`src/design/aspic_pkg.sv`:
```
// shared constants and types of the serial port command interface
package aspic_pkg;

    localparam logic [5:0]  DEV_ADDR        = 6'h04;
    localparam int          DATA_W          = 8;
    localparam int          FIFO_DEPTH      = 8;
    localparam int          NUM_PORTS       = 4;

    // command kinds carried in paddr[13:12]
    localparam logic [1:0]  KIND_CONTROL    = 2'h0;
    localparam logic [1:0]  KIND_SKIP       = 2'h1;
    localparam logic [1:0]  KIND_INPUT      = 2'h2;
    localparam logic [1:0]  KIND_OUTPUT     = 2'h3;
    localparam int          KIND_LSB        = 12;
    localparam int          FUNC_LSB        = 8;
    localparam int          DEV_LSB         = 2;

    // function codes
    localparam logic [3:0]  FN_00           = 4'h0;
    localparam logic [3:0]  FN_01           = 4'h1;
    localparam logic [3:0]  FN_02           = 4'h2;
    localparam logic [3:0]  FN_04           = 4'h4;
    localparam logic [3:0]  FN_05           = 4'h5;
    localparam logic [3:0]  FN_06           = 4'h6;
    localparam logic [3:0]  FN_07           = 4'h7;
    localparam logic [3:0]  FN_10           = 4'h8;
    localparam logic [3:0]  FN_11           = 4'h9;
    localparam logic [3:0]  FN_12           = 4'hA;
    localparam logic [3:0]  FN_14           = 4'hC;
    localparam logic [3:0]  FN_15           = 4'hD;
    localparam logic [3:0]  FN_16           = 4'hE;
    localparam logic [3:0]  FN_17           = 4'hF;

    // control word one: port select and bit period minus one in pclk cycles
    localparam int          C1_PORT_LSB     = 14;
    localparam int          C1_DIV_W        = 14;
    // control word two flags
    localparam int          C2_TWO_STOP     = 0;
    localparam int          C2_DMA_EN       = 1;
    localparam int          C2_VECTORED     = 2;

    localparam logic [15:0] CTRL_RESET      = 16'h0000;
    localparam logic [13:0] DIV_MIN         = 14'h0002;
    localparam logic [31:0] DELIVERED_BIT   = 32'h8000_0000;
    localparam logic [15:0] DEVICE_ID       = 16'h00A5; // arbitrary value

    typedef struct packed {
        logic [1:0] kind;
        logic [3:0] func;
        logic [5:0] dev;
    } aspic_cmd_type;

    typedef struct packed {
        logic             req;
        logic [DATA_W-1:0] data;
    } aspic_dma_type;

endpackage : aspic_pkg

```
`src/design/aspic_top.sv`:
```
// command decode, serial engines, dma and transmit fifo
//
// The APB register port and the register offsets are this design's own decisions.
`timescale 1ns/1ps

////////////////////////////////////////////////////////////////////////////
module aspic_fifo #(
    parameter int W = 8,
    parameter int D = 8
) (
    input  wire logic         pclk,
    input  wire logic         presetn,
    input  wire logic         ce,
    input  wire logic         in_valid,
    output logic              in_ready,
    input  wire logic [W-1:0] in_data,
    output logic              out_valid,
    input  wire logic         out_ready,
    output logic [W-1:0]      out_data
);
    localparam int AW = $clog2(D);
    logic [W-1:0]  mem [D];
    logic [AW-1:0] wp_r, wp_nxt, rp_r, rp_nxt;
    logic [AW:0]   cnt_r, cnt_nxt;
    logic          push, pop;

    always_comb begin
        push      = in_valid && in_ready;
        pop       = out_valid && out_ready;
        in_ready  = cnt_r != (AW+1)'(D);
        out_valid = cnt_r != '0;
        out_data  = mem[rp_r];
        wp_nxt    = push ? (wp_r == AW'(D-1) ? '0 : wp_r + 1'b1) : wp_r;
        rp_nxt    = pop ? (rp_r == AW'(D-1) ? '0 : rp_r + 1'b1) : rp_r;
        cnt_nxt   = cnt_r + (AW+1)'(push) - (AW+1)'(pop);
    end

    always_ff @(posedge pclk or negedge presetn) begin
        if (!presetn) begin
            wp_r  <= '0;
            rp_r  <= '0;
            cnt_r <= '0;
        end else if (ce) begin
            wp_r  <= wp_nxt;
            rp_r  <= rp_nxt;
            cnt_r <= cnt_nxt;
        end
    end

    always_ff @(posedge pclk) begin
        if (ce && push) begin
            mem[wp_r] <= in_data;
        end
    end
endmodule : aspic_fifo

////////////////////////////////////////////////////////////////////////////
// Behaviour
// - respond only to commands addressed to device 04
// - skip 00 on either side ready, 06 tx can accept, 07 rx waiting
// - skip 01 whenever the interface is not busy
// - skip 02 rx quiet, 04 both quiet, 05 tx quiet
// - control 02/04 enable/disable rx irq, 05 enables tx irq
// - standard or vectored mode with separate rx and tx vectors
// - interrupt when tx can take a character or rx holds one
// - enabled dma channel requests a cycle whenever a character can move and its count is not zero
// - channel end of range raises an interrupt
// - tx and rx each own an independent dma channel
// - input 00 and 10 both deliver only when ready, then clear ready
// - input 04 returns rx word one, 06 returns tx word one
// - up to four serial ports, each one terminal
module aspic_top
    import aspic_pkg::*;
(
    input  wire logic                  pclk,
    input  wire logic                  presetn,
    input  wire logic                  ce,
    input  wire logic                  psel,
    input  wire logic                  penable,
    input  wire logic                  pwrite,
    input  wire logic [15:0]           paddr,
    input  wire logic [31:0]           pwdata,
    output logic      [31:0]           prdata,
    output logic                       pready,
    output logic                       pslverr,
    input  wire logic [NUM_PORTS-1:0]  rx_line,
    output logic      [NUM_PORTS-1:0]  tx_line,
    output logic                       irq_req,
    output logic      [15:0]           irq_vector,
    input  wire logic                  irq_clear_active,
    output aspic_dma_type              dma_rx,
    input  wire logic                  dma_rx_ack,
    output logic                       dma_tx_req,
    input  wire logic                  dma_tx_ack,
    input  wire logic [DATA_W-1:0]     dma_tx_data
);
    typedef enum logic [1:0] {TX_IDLE, TX_SHIFT} aspic_tx_type;
    typedef enum logic [1:0] {RX_IDLE, RX_START, RX_DATA} aspic_rx_type;

    function automatic aspic_cmd_type aspic_decode(input logic [15:0] a);
        aspic_decode.kind = a[KIND_LSB +: 2];
        aspic_decode.func = a[FUNC_LSB +: 4];
        aspic_decode.dev  = a[DEV_LSB +: 6];
    endfunction : aspic_decode

    function automatic logic [1:0] aspic_port(input logic [15:0] c1);
        aspic_port = c1[C1_PORT_LSB +: 2];
    endfunction : aspic_port

    ////////////////////////////////////////////////////////////////////////
    // command registers
    aspic_cmd_type cmd;
    logic [15:0] rc1_r, rc1_nxt, tc1_r, tc1_nxt, rc2_r, rc2_nxt;
    logic [15:0] tc2_r, tc2_nxt, rvec_r, rvec_nxt, tvec_r, tvec_nxt;
    logic [15:0] rcnt_r, rcnt_nxt, tcnt_r, tcnt_nxt;
    logic        rx_ie_r, rx_ie_nxt, tx_ie_r, tx_ie_nxt;
    logic        echo_r, echo_nxt, active_r, active_nxt;
    logic        reor_r, reor_nxt, teor_r, teor_nxt;
    logic        rxrdy_r, rxrdy_nxt, irq_r, irq_nxt;
    logic [15:0] vec_r, vec_nxt;
    logic [7:0]  rxbuf_r, rxbuf_nxt;
    logic [31:0] rdata_r, rdata_nxt;
    logic        pready_r, pready_nxt, perr_r, perr_nxt;
    logic        dtx_r, dtx_nxt;
    aspic_dma_type drx_r, drx_nxt;
    logic        take, hit, init, rx_done, tx_busy, rx_busy;
    logic        tx_ok, rx_irq, tx_irq, apb_push, dma_push, echo_push;
    logic        f_in_valid, f_in_ready, f_out_valid, f_out_ready;
    logic [7:0]  f_in_data, f_out_data, rx_char;

    always_comb begin
        cmd        = aspic_decode(paddr);
        take       = psel && penable && pready_r;
        hit        = cmd.dev == DEV_ADDR;
        init       = take && hit && pwrite && cmd.kind == KIND_CONTROL
                     && cmd.func == FN_17;
        tx_ok      = f_in_ready;
        rx_irq     = (rx_ie_r && rxrdy_r) || reor_r;
        tx_irq     = (tx_ie_r && tx_ok) || teor_r;
        apb_push   = take && hit && pwrite && cmd.kind == KIND_OUTPUT
                     && cmd.func == FN_00 && tx_ok && !tc2_r[C2_DMA_EN];
        dma_push   = dtx_r && dma_tx_ack && !apb_push;
        echo_push  = echo_r && rx_done && !apb_push && !dma_push;
        f_in_valid = apb_push || dma_push || echo_push;
        f_in_data  = apb_push ? pwdata[7:0]
                   : (dma_push ? dma_tx_data : rx_char);
        pready_nxt = psel && penable && !pready_r;
        perr_nxt   = 1'b0;
        rdata_nxt  = rdata_r;
        rc1_nxt = rc1_r; tc1_nxt = tc1_r; rc2_nxt = rc2_r; tc2_nxt = tc2_r;
        rvec_nxt = rvec_r; tvec_nxt = tvec_r;
        rcnt_nxt = rcnt_r; tcnt_nxt = tcnt_r;
        rx_ie_nxt = rx_ie_r; tx_ie_nxt = tx_ie_r; echo_nxt = echo_r;
        reor_nxt = reor_r; teor_nxt = teor_r;
        rxbuf_nxt = rxbuf_r;
        rxrdy_nxt = rxrdy_r;
        if (psel && penable && !pready_r) begin
            perr_nxt  = !hit || (pwrite != (cmd.kind == KIND_CONTROL
                                 || cmd.kind == KIND_OUTPUT));
            rdata_nxt = '0;
            if (hit && !pwrite && cmd.kind == KIND_SKIP) begin
                case (cmd.func)
                    FN_00:   rdata_nxt[0] = rxrdy_r || tx_ok;
                    FN_01:   rdata_nxt[0] = !(tx_busy || rx_busy
                                              || f_out_valid);
                    FN_02:   rdata_nxt[0] = !rx_irq;
                    FN_04:   rdata_nxt[0] = !rx_irq && !tx_irq;
                    FN_05:   rdata_nxt[0] = !tx_irq;
                    FN_06:   rdata_nxt[0] = tx_ok;
                    FN_07:   rdata_nxt[0] = rxrdy_r;
                    default: rdata_nxt[0] = 1'b0;
                endcase
            end else if (hit && !pwrite && cmd.kind == KIND_INPUT) begin
                case (cmd.func)
                    FN_00, FN_10: begin
                        if (rxrdy_r) begin
                            rdata_nxt = DELIVERED_BIT | 32'(rxbuf_r);
                        end
                    end
                    FN_04:   rdata_nxt = 32'(rc1_r);
                    FN_05:   rdata_nxt = 32'(rc2_r);
                    FN_06:   rdata_nxt = 32'(tc1_r);
                    FN_07:   rdata_nxt = 32'(tc2_r);
                    FN_11:   rdata_nxt = 32'(DEVICE_ID);
                    FN_14:   rdata_nxt = 32'(rcnt_r);
                    FN_15:   rdata_nxt = 32'(tcnt_r);
                    FN_16:   rdata_nxt = 32'(rvec_r);
                    FN_17:   rdata_nxt = 32'(tvec_r);
                    default: rdata_nxt = '0;
                endcase
            end
        end
        if (take && hit && !pwrite && cmd.kind == KIND_INPUT
            && (cmd.func == FN_00 || cmd.func == FN_10)) begin
            rxrdy_nxt = 1'b0;
        end
        if (drx_r.req && dma_rx_ack) begin
            rxrdy_nxt = 1'b0;
            rcnt_nxt  = rcnt_r - 16'h0001;
            if (rcnt_r == 16'h0001) begin
                reor_nxt = 1'b1;
            end
        end
        if (dma_push) begin
            tcnt_nxt = tcnt_r - 16'h0001;
            if (tcnt_r == 16'h0001) begin
                teor_nxt = 1'b1;
            end
        end
        if (take && hit && pwrite && cmd.kind == KIND_CONTROL) begin
            case (cmd.func)
                FN_02:   rx_ie_nxt = 1'b1;
                FN_04:   rx_ie_nxt = 1'b0;
                FN_05:   tx_ie_nxt = 1'b1;
                FN_07:   tx_ie_nxt = 1'b0;
                FN_12:   echo_nxt  = 1'b1;
                default: echo_nxt  = echo_r;
            endcase
        end
        if (take && hit && pwrite && cmd.kind == KIND_OUTPUT) begin
            case (cmd.func)
                FN_04:   rc1_nxt = pwdata[15:0];
                FN_05:   rc2_nxt = pwdata[15:0];
                FN_06:   tc1_nxt = pwdata[15:0];
                FN_07:   tc2_nxt = pwdata[15:0];
                FN_14: begin
                    rcnt_nxt = pwdata[15:0];
                    reor_nxt = 1'b0;
                end
                FN_15: begin
                    tcnt_nxt = pwdata[15:0];
                    teor_nxt = 1'b0;
                end
                FN_16:   rvec_nxt = pwdata[15:0];
                FN_17:   tvec_nxt = pwdata[15:0];
                default: rvec_nxt = rvec_r;
            endcase
        end
        if (init) begin
            rx_ie_nxt = 1'b0;
            tx_ie_nxt = 1'b0;
            echo_nxt  = 1'b0;
            reor_nxt  = 1'b0;
            teor_nxt  = 1'b0;
            rxrdy_nxt = 1'b0;
        end
        if (rx_done) begin
            rxbuf_nxt = rx_char;
            rxrdy_nxt = 1'b1;
        end
        drx_nxt.req  = rc2_r[C2_DMA_EN] && rxrdy_nxt
                       && rcnt_nxt != 16'h0000;
        drx_nxt.data = rxbuf_nxt;
        dtx_nxt      = tc2_r[C2_DMA_EN] && f_in_ready && !dma_push
                       && tcnt_r != 16'h0000 && !init;
        active_nxt   = active_r;
        if (irq_r && rc2_r[C2_VECTORED]) begin
            active_nxt = 1'b1;
        end
        if (irq_clear_active || init) begin
            active_nxt = 1'b0;
        end
        irq_nxt = (rx_irq || tx_irq) && !active_nxt && !init;
        vec_nxt = rc2_r[C2_VECTORED] ? (rx_irq ? rvec_r : tvec_r)
                                     : 16'h0000;
    end

    always_ff @(posedge pclk or negedge presetn) begin
        if (!presetn) begin
            rc1_r <= CTRL_RESET; tc1_r <= CTRL_RESET;
            rc2_r <= CTRL_RESET; tc2_r <= CTRL_RESET;
            rvec_r <= CTRL_RESET; tvec_r <= CTRL_RESET;
            rcnt_r <= CTRL_RESET; tcnt_r <= CTRL_RESET;
            rx_ie_r <= 1'b0; tx_ie_r <= 1'b0; echo_r <= 1'b0;
            reor_r <= 1'b0; teor_r <= 1'b0; rxrdy_r <= 1'b0;
            active_r <= 1'b0; irq_r <= 1'b0; vec_r <= '0;
            rxbuf_r <= '0; rdata_r <= '0; pready_r <= 1'b0;
            perr_r <= 1'b0; dtx_r <= 1'b0; drx_r <= '0;
        end else if (ce) begin
            rc1_r <= rc1_nxt; tc1_r <= tc1_nxt;
            rc2_r <= rc2_nxt; tc2_r <= tc2_nxt;
            rvec_r <= rvec_nxt; tvec_r <= tvec_nxt;
            rcnt_r <= rcnt_nxt; tcnt_r <= tcnt_nxt;
            rx_ie_r <= rx_ie_nxt; tx_ie_r <= tx_ie_nxt; echo_r <= echo_nxt;
            reor_r <= reor_nxt; teor_r <= teor_nxt; rxrdy_r <= rxrdy_nxt;
            active_r <= active_nxt; irq_r <= irq_nxt; vec_r <= vec_nxt;
            rxbuf_r <= rxbuf_nxt; rdata_r <= rdata_nxt;
            pready_r <= pready_nxt; perr_r <= perr_nxt;
            dtx_r <= dtx_nxt; drx_r <= drx_nxt;
        end
    end

    ////////////////////////////////////////////////////////////////////////
    // transmit fifo
    aspic_fifo #(.W(DATA_W), .D(FIFO_DEPTH)) u_txf (
        .pclk      (pclk),
        .presetn   (presetn),
        .ce        (ce),
        .in_valid  (f_in_valid),
        .in_ready  (f_in_ready),
        .in_data   (f_in_data),
        .out_valid (f_out_valid),
        .out_ready (f_out_ready),
        .out_data  (f_out_data)
    );

    ////////////////////////////////////////////////////////////////////////
    // transmitter
    aspic_tx_type        txs_r, txs_nxt;
    logic [11:0]         tsh_r, tsh_nxt;
    logic [3:0]          tbits_r, tbits_nxt;
    logic [13:0]         tdiv_r, tdiv_nxt;
    logic [NUM_PORTS-1:0] txl_r, txl_nxt;

    always_comb begin
        txs_nxt     = txs_r;
        tsh_nxt     = tsh_r;
        tbits_nxt   = tbits_r;
        tdiv_nxt    = tdiv_r;
        f_out_ready = 1'b0;
        tx_busy     = txs_r != TX_IDLE;
        case (txs_r)
            TX_IDLE: begin
                if (f_out_valid && !init) begin
                    f_out_ready = 1'b1;
                    tsh_nxt     = {2'b11, f_out_data, 1'b0, 1'b1};
                    tbits_nxt   = tc2_r[C2_TWO_STOP] ? 4'hB : 4'hA;
                    tdiv_nxt    = '0;
                    txs_nxt     = TX_SHIFT;
                end
            end
            TX_SHIFT: begin
                if (tdiv_r == '0) begin
                    tsh_nxt   = {1'b1, tsh_r[11:1]};
                    tbits_nxt = tbits_r - 4'h1;
                    tdiv_nxt  = tc1_r[C1_DIV_W-1:0] < DIV_MIN ? DIV_MIN
                                : tc1_r[C1_DIV_W-1:0];
                    if (tbits_r == 4'h0) begin
                        txs_nxt = TX_IDLE;
                    end
                end else begin
                    tdiv_nxt = tdiv_r - 14'h0001;
                end
                if (init) begin
                    txs_nxt = TX_IDLE;
                    tsh_nxt = '1;
                end
            end
            default: txs_nxt = TX_IDLE;
        endcase
        for (int p = 0; p < NUM_PORTS; p++) begin
            txl_nxt[p] = (echo_r ? aspic_port(rc1_r) : aspic_port(tc1_r))
                         == 2'(p) ? tsh_nxt[0] : 1'b1;
        end
    end

    always_ff @(posedge pclk or negedge presetn) begin
        if (!presetn) begin
            txs_r   <= TX_IDLE;
            tsh_r   <= '1;
            tbits_r <= '0;
            tdiv_r  <= '0;
            txl_r   <= '1;
        end else if (ce) begin
            txs_r   <= txs_nxt;
            tsh_r   <= tsh_nxt;
            tbits_r <= tbits_nxt;
            tdiv_r  <= tdiv_nxt;
            txl_r   <= txl_nxt;
        end
    end

    ////////////////////////////////////////////////////////////////////////
    // receiver
    aspic_rx_type rxs_r, rxs_nxt;
    logic [7:0]   rsh_r, rsh_nxt;
    logic [3:0]   rbits_r, rbits_nxt;
    logic [13:0]  rdiv_r, rdiv_nxt, rper;
    logic         rin;

    always_comb begin
        rin       = rx_line[aspic_port(rc1_r)];
        rper      = rc1_r[C1_DIV_W-1:0] < DIV_MIN ? DIV_MIN
                    : rc1_r[C1_DIV_W-1:0];
        rxs_nxt   = rxs_r;
        rsh_nxt   = rsh_r;
        rbits_nxt = rbits_r;
        rdiv_nxt  = rdiv_r;
        rx_done   = 1'b0;
        rx_char   = rsh_r;
        rx_busy   = rxs_r != RX_IDLE;
        case (rxs_r)
            RX_IDLE: begin
                if (!rin) begin
                    rdiv_nxt = {1'b0, rper[13:1]};
                    rxs_nxt  = RX_START;
                end
            end
            RX_START: begin
                if (rdiv_r != '0) begin
                    rdiv_nxt = rdiv_r - 14'h0001;
                end else if (rin) begin
                    rxs_nxt = RX_IDLE;
                end else begin
                    rdiv_nxt  = rper;
                    rbits_nxt = 4'h8;
                    rxs_nxt   = RX_DATA;
                end
            end
            RX_DATA: begin
                if (rdiv_r != '0) begin
                    rdiv_nxt = rdiv_r - 14'h0001;
                end else if (rbits_r == 4'h0) begin
                    rx_done = rin;
                    rxs_nxt = RX_IDLE;
                end else begin
                    rsh_nxt   = {rin, rsh_r[7:1]};
                    rbits_nxt = rbits_r - 4'h1;
                    rdiv_nxt  = rper;
                end
            end
            default: rxs_nxt = RX_IDLE;
        endcase
        if (init) begin
            rxs_nxt = RX_IDLE;
            rx_done = 1'b0;
        end
    end

    always_ff @(posedge pclk or negedge presetn) begin
        if (!presetn) begin
            rxs_r   <= RX_IDLE;
            rsh_r   <= '0;
            rbits_r <= '0;
            rdiv_r  <= '0;
        end else if (ce) begin
            rxs_r   <= rxs_nxt;
            rsh_r   <= rsh_nxt;
            rbits_r <= rbits_nxt;
            rdiv_r  <= rdiv_nxt;
        end
    end

    ////////////////////////////////////////////////////////////////////////
    // outputs
    always_comb begin
        prdata     = rdata_r;
        pready     = pready_r;
        pslverr    = perr_r;
        tx_line    = txl_r;
        irq_req    = irq_r;
        irq_vector = vec_r;
        dma_rx     = drx_r;
        dma_tx_req = dtx_r;
    end
endmodule : aspic_top

```
`config.mk`:
```
export PLATFORM = sky130hd
export DESIGN_NAME = aspic_top
export DESIGN_NICKNAME = d
export VERILOG_FILES = /design/src/design/aspic_pkg.sv /design/src/design/aspic_top.sv
export SDC_FILE = /design/constraint.sdc
export NUM_CORES = 1
export LEC_CHECK = 0
export BUFFER_PORTS_ARGS = -buffer_cell sky130_fd_sc_hd__buf_2
export CORE_MARGIN = 1.5
export CORE_UTILIZATION = 41
export DETAILED_ROUTE_END_ITERATION = 6
export PLACE_DENSITY = 0.55
export SLEW_MARGIN = 5
export SYNTH_ARGS = -nofsm -noshare
export SYNTH_HDL_FRONTEND = slang
export SYNTH_SLANG_ARGS = --single-unit
```
`constraint.sdc`:
```
create_clock -name pclk -period 6.95 [get_ports pclk]
set_input_delay 1.0425 -clock pclk [delete_from_list [all_inputs] [get_ports pclk]]
set_output_delay 1.0425 -clock pclk [all_outputs]
set_load 0.03 [all_outputs]
```
==> results.tsv <==
metric	value	unit
grt_max_degree	166	
pre_cts_slack	2.32	ns
ctsLongestPathBuffers	3	
syn_avg_cell_area	10.9	um^2
worstPathRequired	7.37	ns
synth_warnings	0	
ios	134	
vias	12500	
fmax	0.240	GHz
rsz0062_at_grt	false	
hold_violations	0	
p_comb_frac	0.186	
dieArea	41300	um^2
worstMarginPinSlew	1.12	ns
numCtsBuffers	37	
min_period	4.16	ns
area_growth	12.0	%
clk_pin_slew	0.06	ns
tns	0	ns
critical_path_class	in2reg	
fill_cells	3769	
outcome	finished, final reports clean	
grt_usage	0.242	
setup.worst_path.start_class	input port	
period_share	0.599	
holdCritPathClass	in2async	
setup_violations	0	
internal_power	0.00341	W
finalHoldWorstSlack	0.471	ns
wire_per_inst	23.3	um
drtIter0Drc	1141	
synthCells	1505	
irDropWorstVdd	0.123	mV
htreeDepth	2	
core	39600	um^2
start_util	0.415	
syn-cell-area	16500	um^2
ctsHoldBuffers	0	
die_x	203	um
maxCapViolations	0	
p_sw_frac	0.301	
drc	0	
drive_gt1_frac	0.221	
root_buffer	clkbuf_16	
drtAntennaViolNets	0	
critPathArrivalTime	4.58	ns
grt_pass1_vias	12000	
nets	1670	
drt_wl_total	49500	um
seqPwrFrac	0.440	
end_kind	register	
p_switching	0.00147	W
first_pass_iters	6	
hpwl	33900	um
max_stage_delay	0.74	ns
setup_slack	2.79	ns
placement_rows	73	
relSlewSlack	0.256	
synth_seq_area_share	0.504	
gp_congestion	0.854	
cp_max_fo	10	
synth_ff_type	dfrtp_1	
antenna_found_initial	5	
finClkSkew	0.0237	ns
io_buffers	98	
cts_resized	0	
synthArstFlopShare	0.799	
synth_edf_count	64	
vias_per_cell	5.89	
register_area	8300	um^2
cts_setup_buffers	0	
grt_pass1_wl	75100	um
synth_seq_cells	318	
path_cells	buf_2 -> or4b_4 -> nor4_4 -> and2_0 -> or2_2 -> nor2_1 -> ha_1 -> inv_1 -> ha_1 -> inv_1 -> fa_1 -> xnor2_1 -> nand2_1 -> o21ai_0	
clkPwrFrac	0.374	
overflow	0	
worstSkewPairLatency	0.57	ns
multi_input_area	7470	um^2
die-height	203	um
yosysUniqueCellTypes	81	
slew_violations	0	
cts_tree	done	
slowest_stage	and2_0	
clock-sinks	318	
p_leak	8.42	nW
p_per_area	265	nW/um^2
-- through the flow --
step                utilization  instance area (um^2)  instances  power [W]
finish                    0.465                 18400       2127    0.00489
global placement          0.437                 17300       2057    0.00306
detailed placement        0.437                 17300       2057    0.00308
global route              0.465                 18400       2123    0.00513
CTS                       0.465                 18400       2123    0.00492
floorplan                     -                 16500       1519    0.00281
-- path summary, 6_finish.rpt --
check                         start              to  slack [ns]  cells past startpoint
setup / recovery           paddr[3]  u_txf.cnt_r[2]        2.79                     14
hold / removal              presetn   irq_vector[2]        0.47                      1
setup reg to reg             pready  u_txf.cnt_r[2]        3.36                     13
hold reg to reg            tsh_r[4]        tsh_r[4]        0.47                      2
max in group asynchronous   presetn       rcnt_r[1]        5.10                      2
min in group pclk          tsh_r[4]        tsh_r[4]        0.47                      2
-- sequential cells by signal, indices dropped and copies added (netlist names), 16 cells and up --
name / cells
tc1_r: 16
prdata: 17
irq_vector: 16
rc2_r: 16
tvec_r: 16
tc2_r: 16
u_txf.mem: 64
rc1_r: 16
rcnt_r: 16
rvec_r: 16
tcnt_r: 16
-- power by group through the flow --
stage	clock network [W]	registers (W)	logic (W)
detailed placement	0	0.00218	0.000906
global placement	0	0.00218	0.000886
CTS	0.00187	0.00215	0.000909
finish	0.00183	0.00215	0.000910
global route	0.00194	0.00217	0.00102
floorplan	0	0.00214	0.000672
-- cell usage after synthesis (10+ instances only) --
cell type	count	area, um^2
dfstp_2	16	420
xnor2_1	15	131
nand4_1	13	81.3
a22oi_1	50	375
o21ai_0	111	556
or3_1	11	68.8
nor3_1	44	220
a221oi_1	11	96.3
edfxtp_1	64	1920
mux4_2	17	383
mux2i_1	54	541
dfrtp_1	238	5960
buf_1	10	37.5
clkbuf_1	65	244
a21oi_1	87	435
or4_1	12	90.1
nor2_1	75	282
buf_4	17	128
inv_1	46	173
mux2_2	114	1280
buf_6	10	113
a22o_1	22	193
nand3_1	33	165
o2bb2ai_1	20	175
ha_1	29	363
nand2_1	125	469
nor4_1	20	125
-- metal layers --
layer	vias to the layer above	part of all wire	wire, um	track usage
met3	71	0.081	4010	0.0578
met4	0	0.023	1150	0.0717
met2	474	0.43	21400	0.348
li1	5708	-	-	-
met1	6282	0.46	22900	0.359
met5	-	0	0	0
-- critical path: cells and delay by family --
kind	cells	cell delay, ns
AO/OA/AOI/OAI	1	0.08
XOR/XNOR	1	0.14
adder cells (fa/ha/maj)	3	0.84
buffers and inverters	3	0.21
AND/OR/NAND/NOR	6	2.26
-- kinds of logic after synthesis --
| group | after synthesis | share of synthesized area |
|---|---|---|
| AND/OR/NAND/NOR | 403 | 0.126 |
| AO/OA/AOI/OAI | 380 | 0.150 |
| flip-flops | 318 | 0.504 |
| multiplexers | 190 | 0.138 |
| buffers and inverters | 159 | 0.0455 |
| adder cells (fa/ha/maj) | 30 | 0.0233 |
| XOR/XNOR | 24 | 0.0128 |
| other | 1 | 0.000228 |
-- cell usage in the layout (no fill, tap or decap), types with 9 or more instances in the layout --
cell,instances
nor4_1,20
a21oi_1,86
nand3_1,33
nand2b_1,9
edfxtp_1,64
nor3_1,42
ha_1,29
o2bb2ai_1,20
buf_4,26
buf_2,97
nand4_1,13
dfstp_2,16
conb_1,15
a22oi_1,50
mux2_2,114
clkbuf_16,37
mux2i_1,54
or4_1,12
xnor2_1,15
xor2_1,9
nand2_1,125
or3_1,11
a22o_1,22
o21ai_0,111
inv_1,45
nor2_1,74
mux4_2,17
dfrtp_1,238
a221oi_1,11
clkbuf_1,14
-- area by class of cell --
class                      count  share of cell area
clock inverter                13             0.00502
multi-input combinational   1042               0.406
inverter                      47             0.00957
antenna                        4            0.000543
timing repair buffer         125              0.0388
clock buffer                  53              0.0546
tap                          525              0.0356
sequential                   318               0.450
Power figures use the tool's default switching activity.
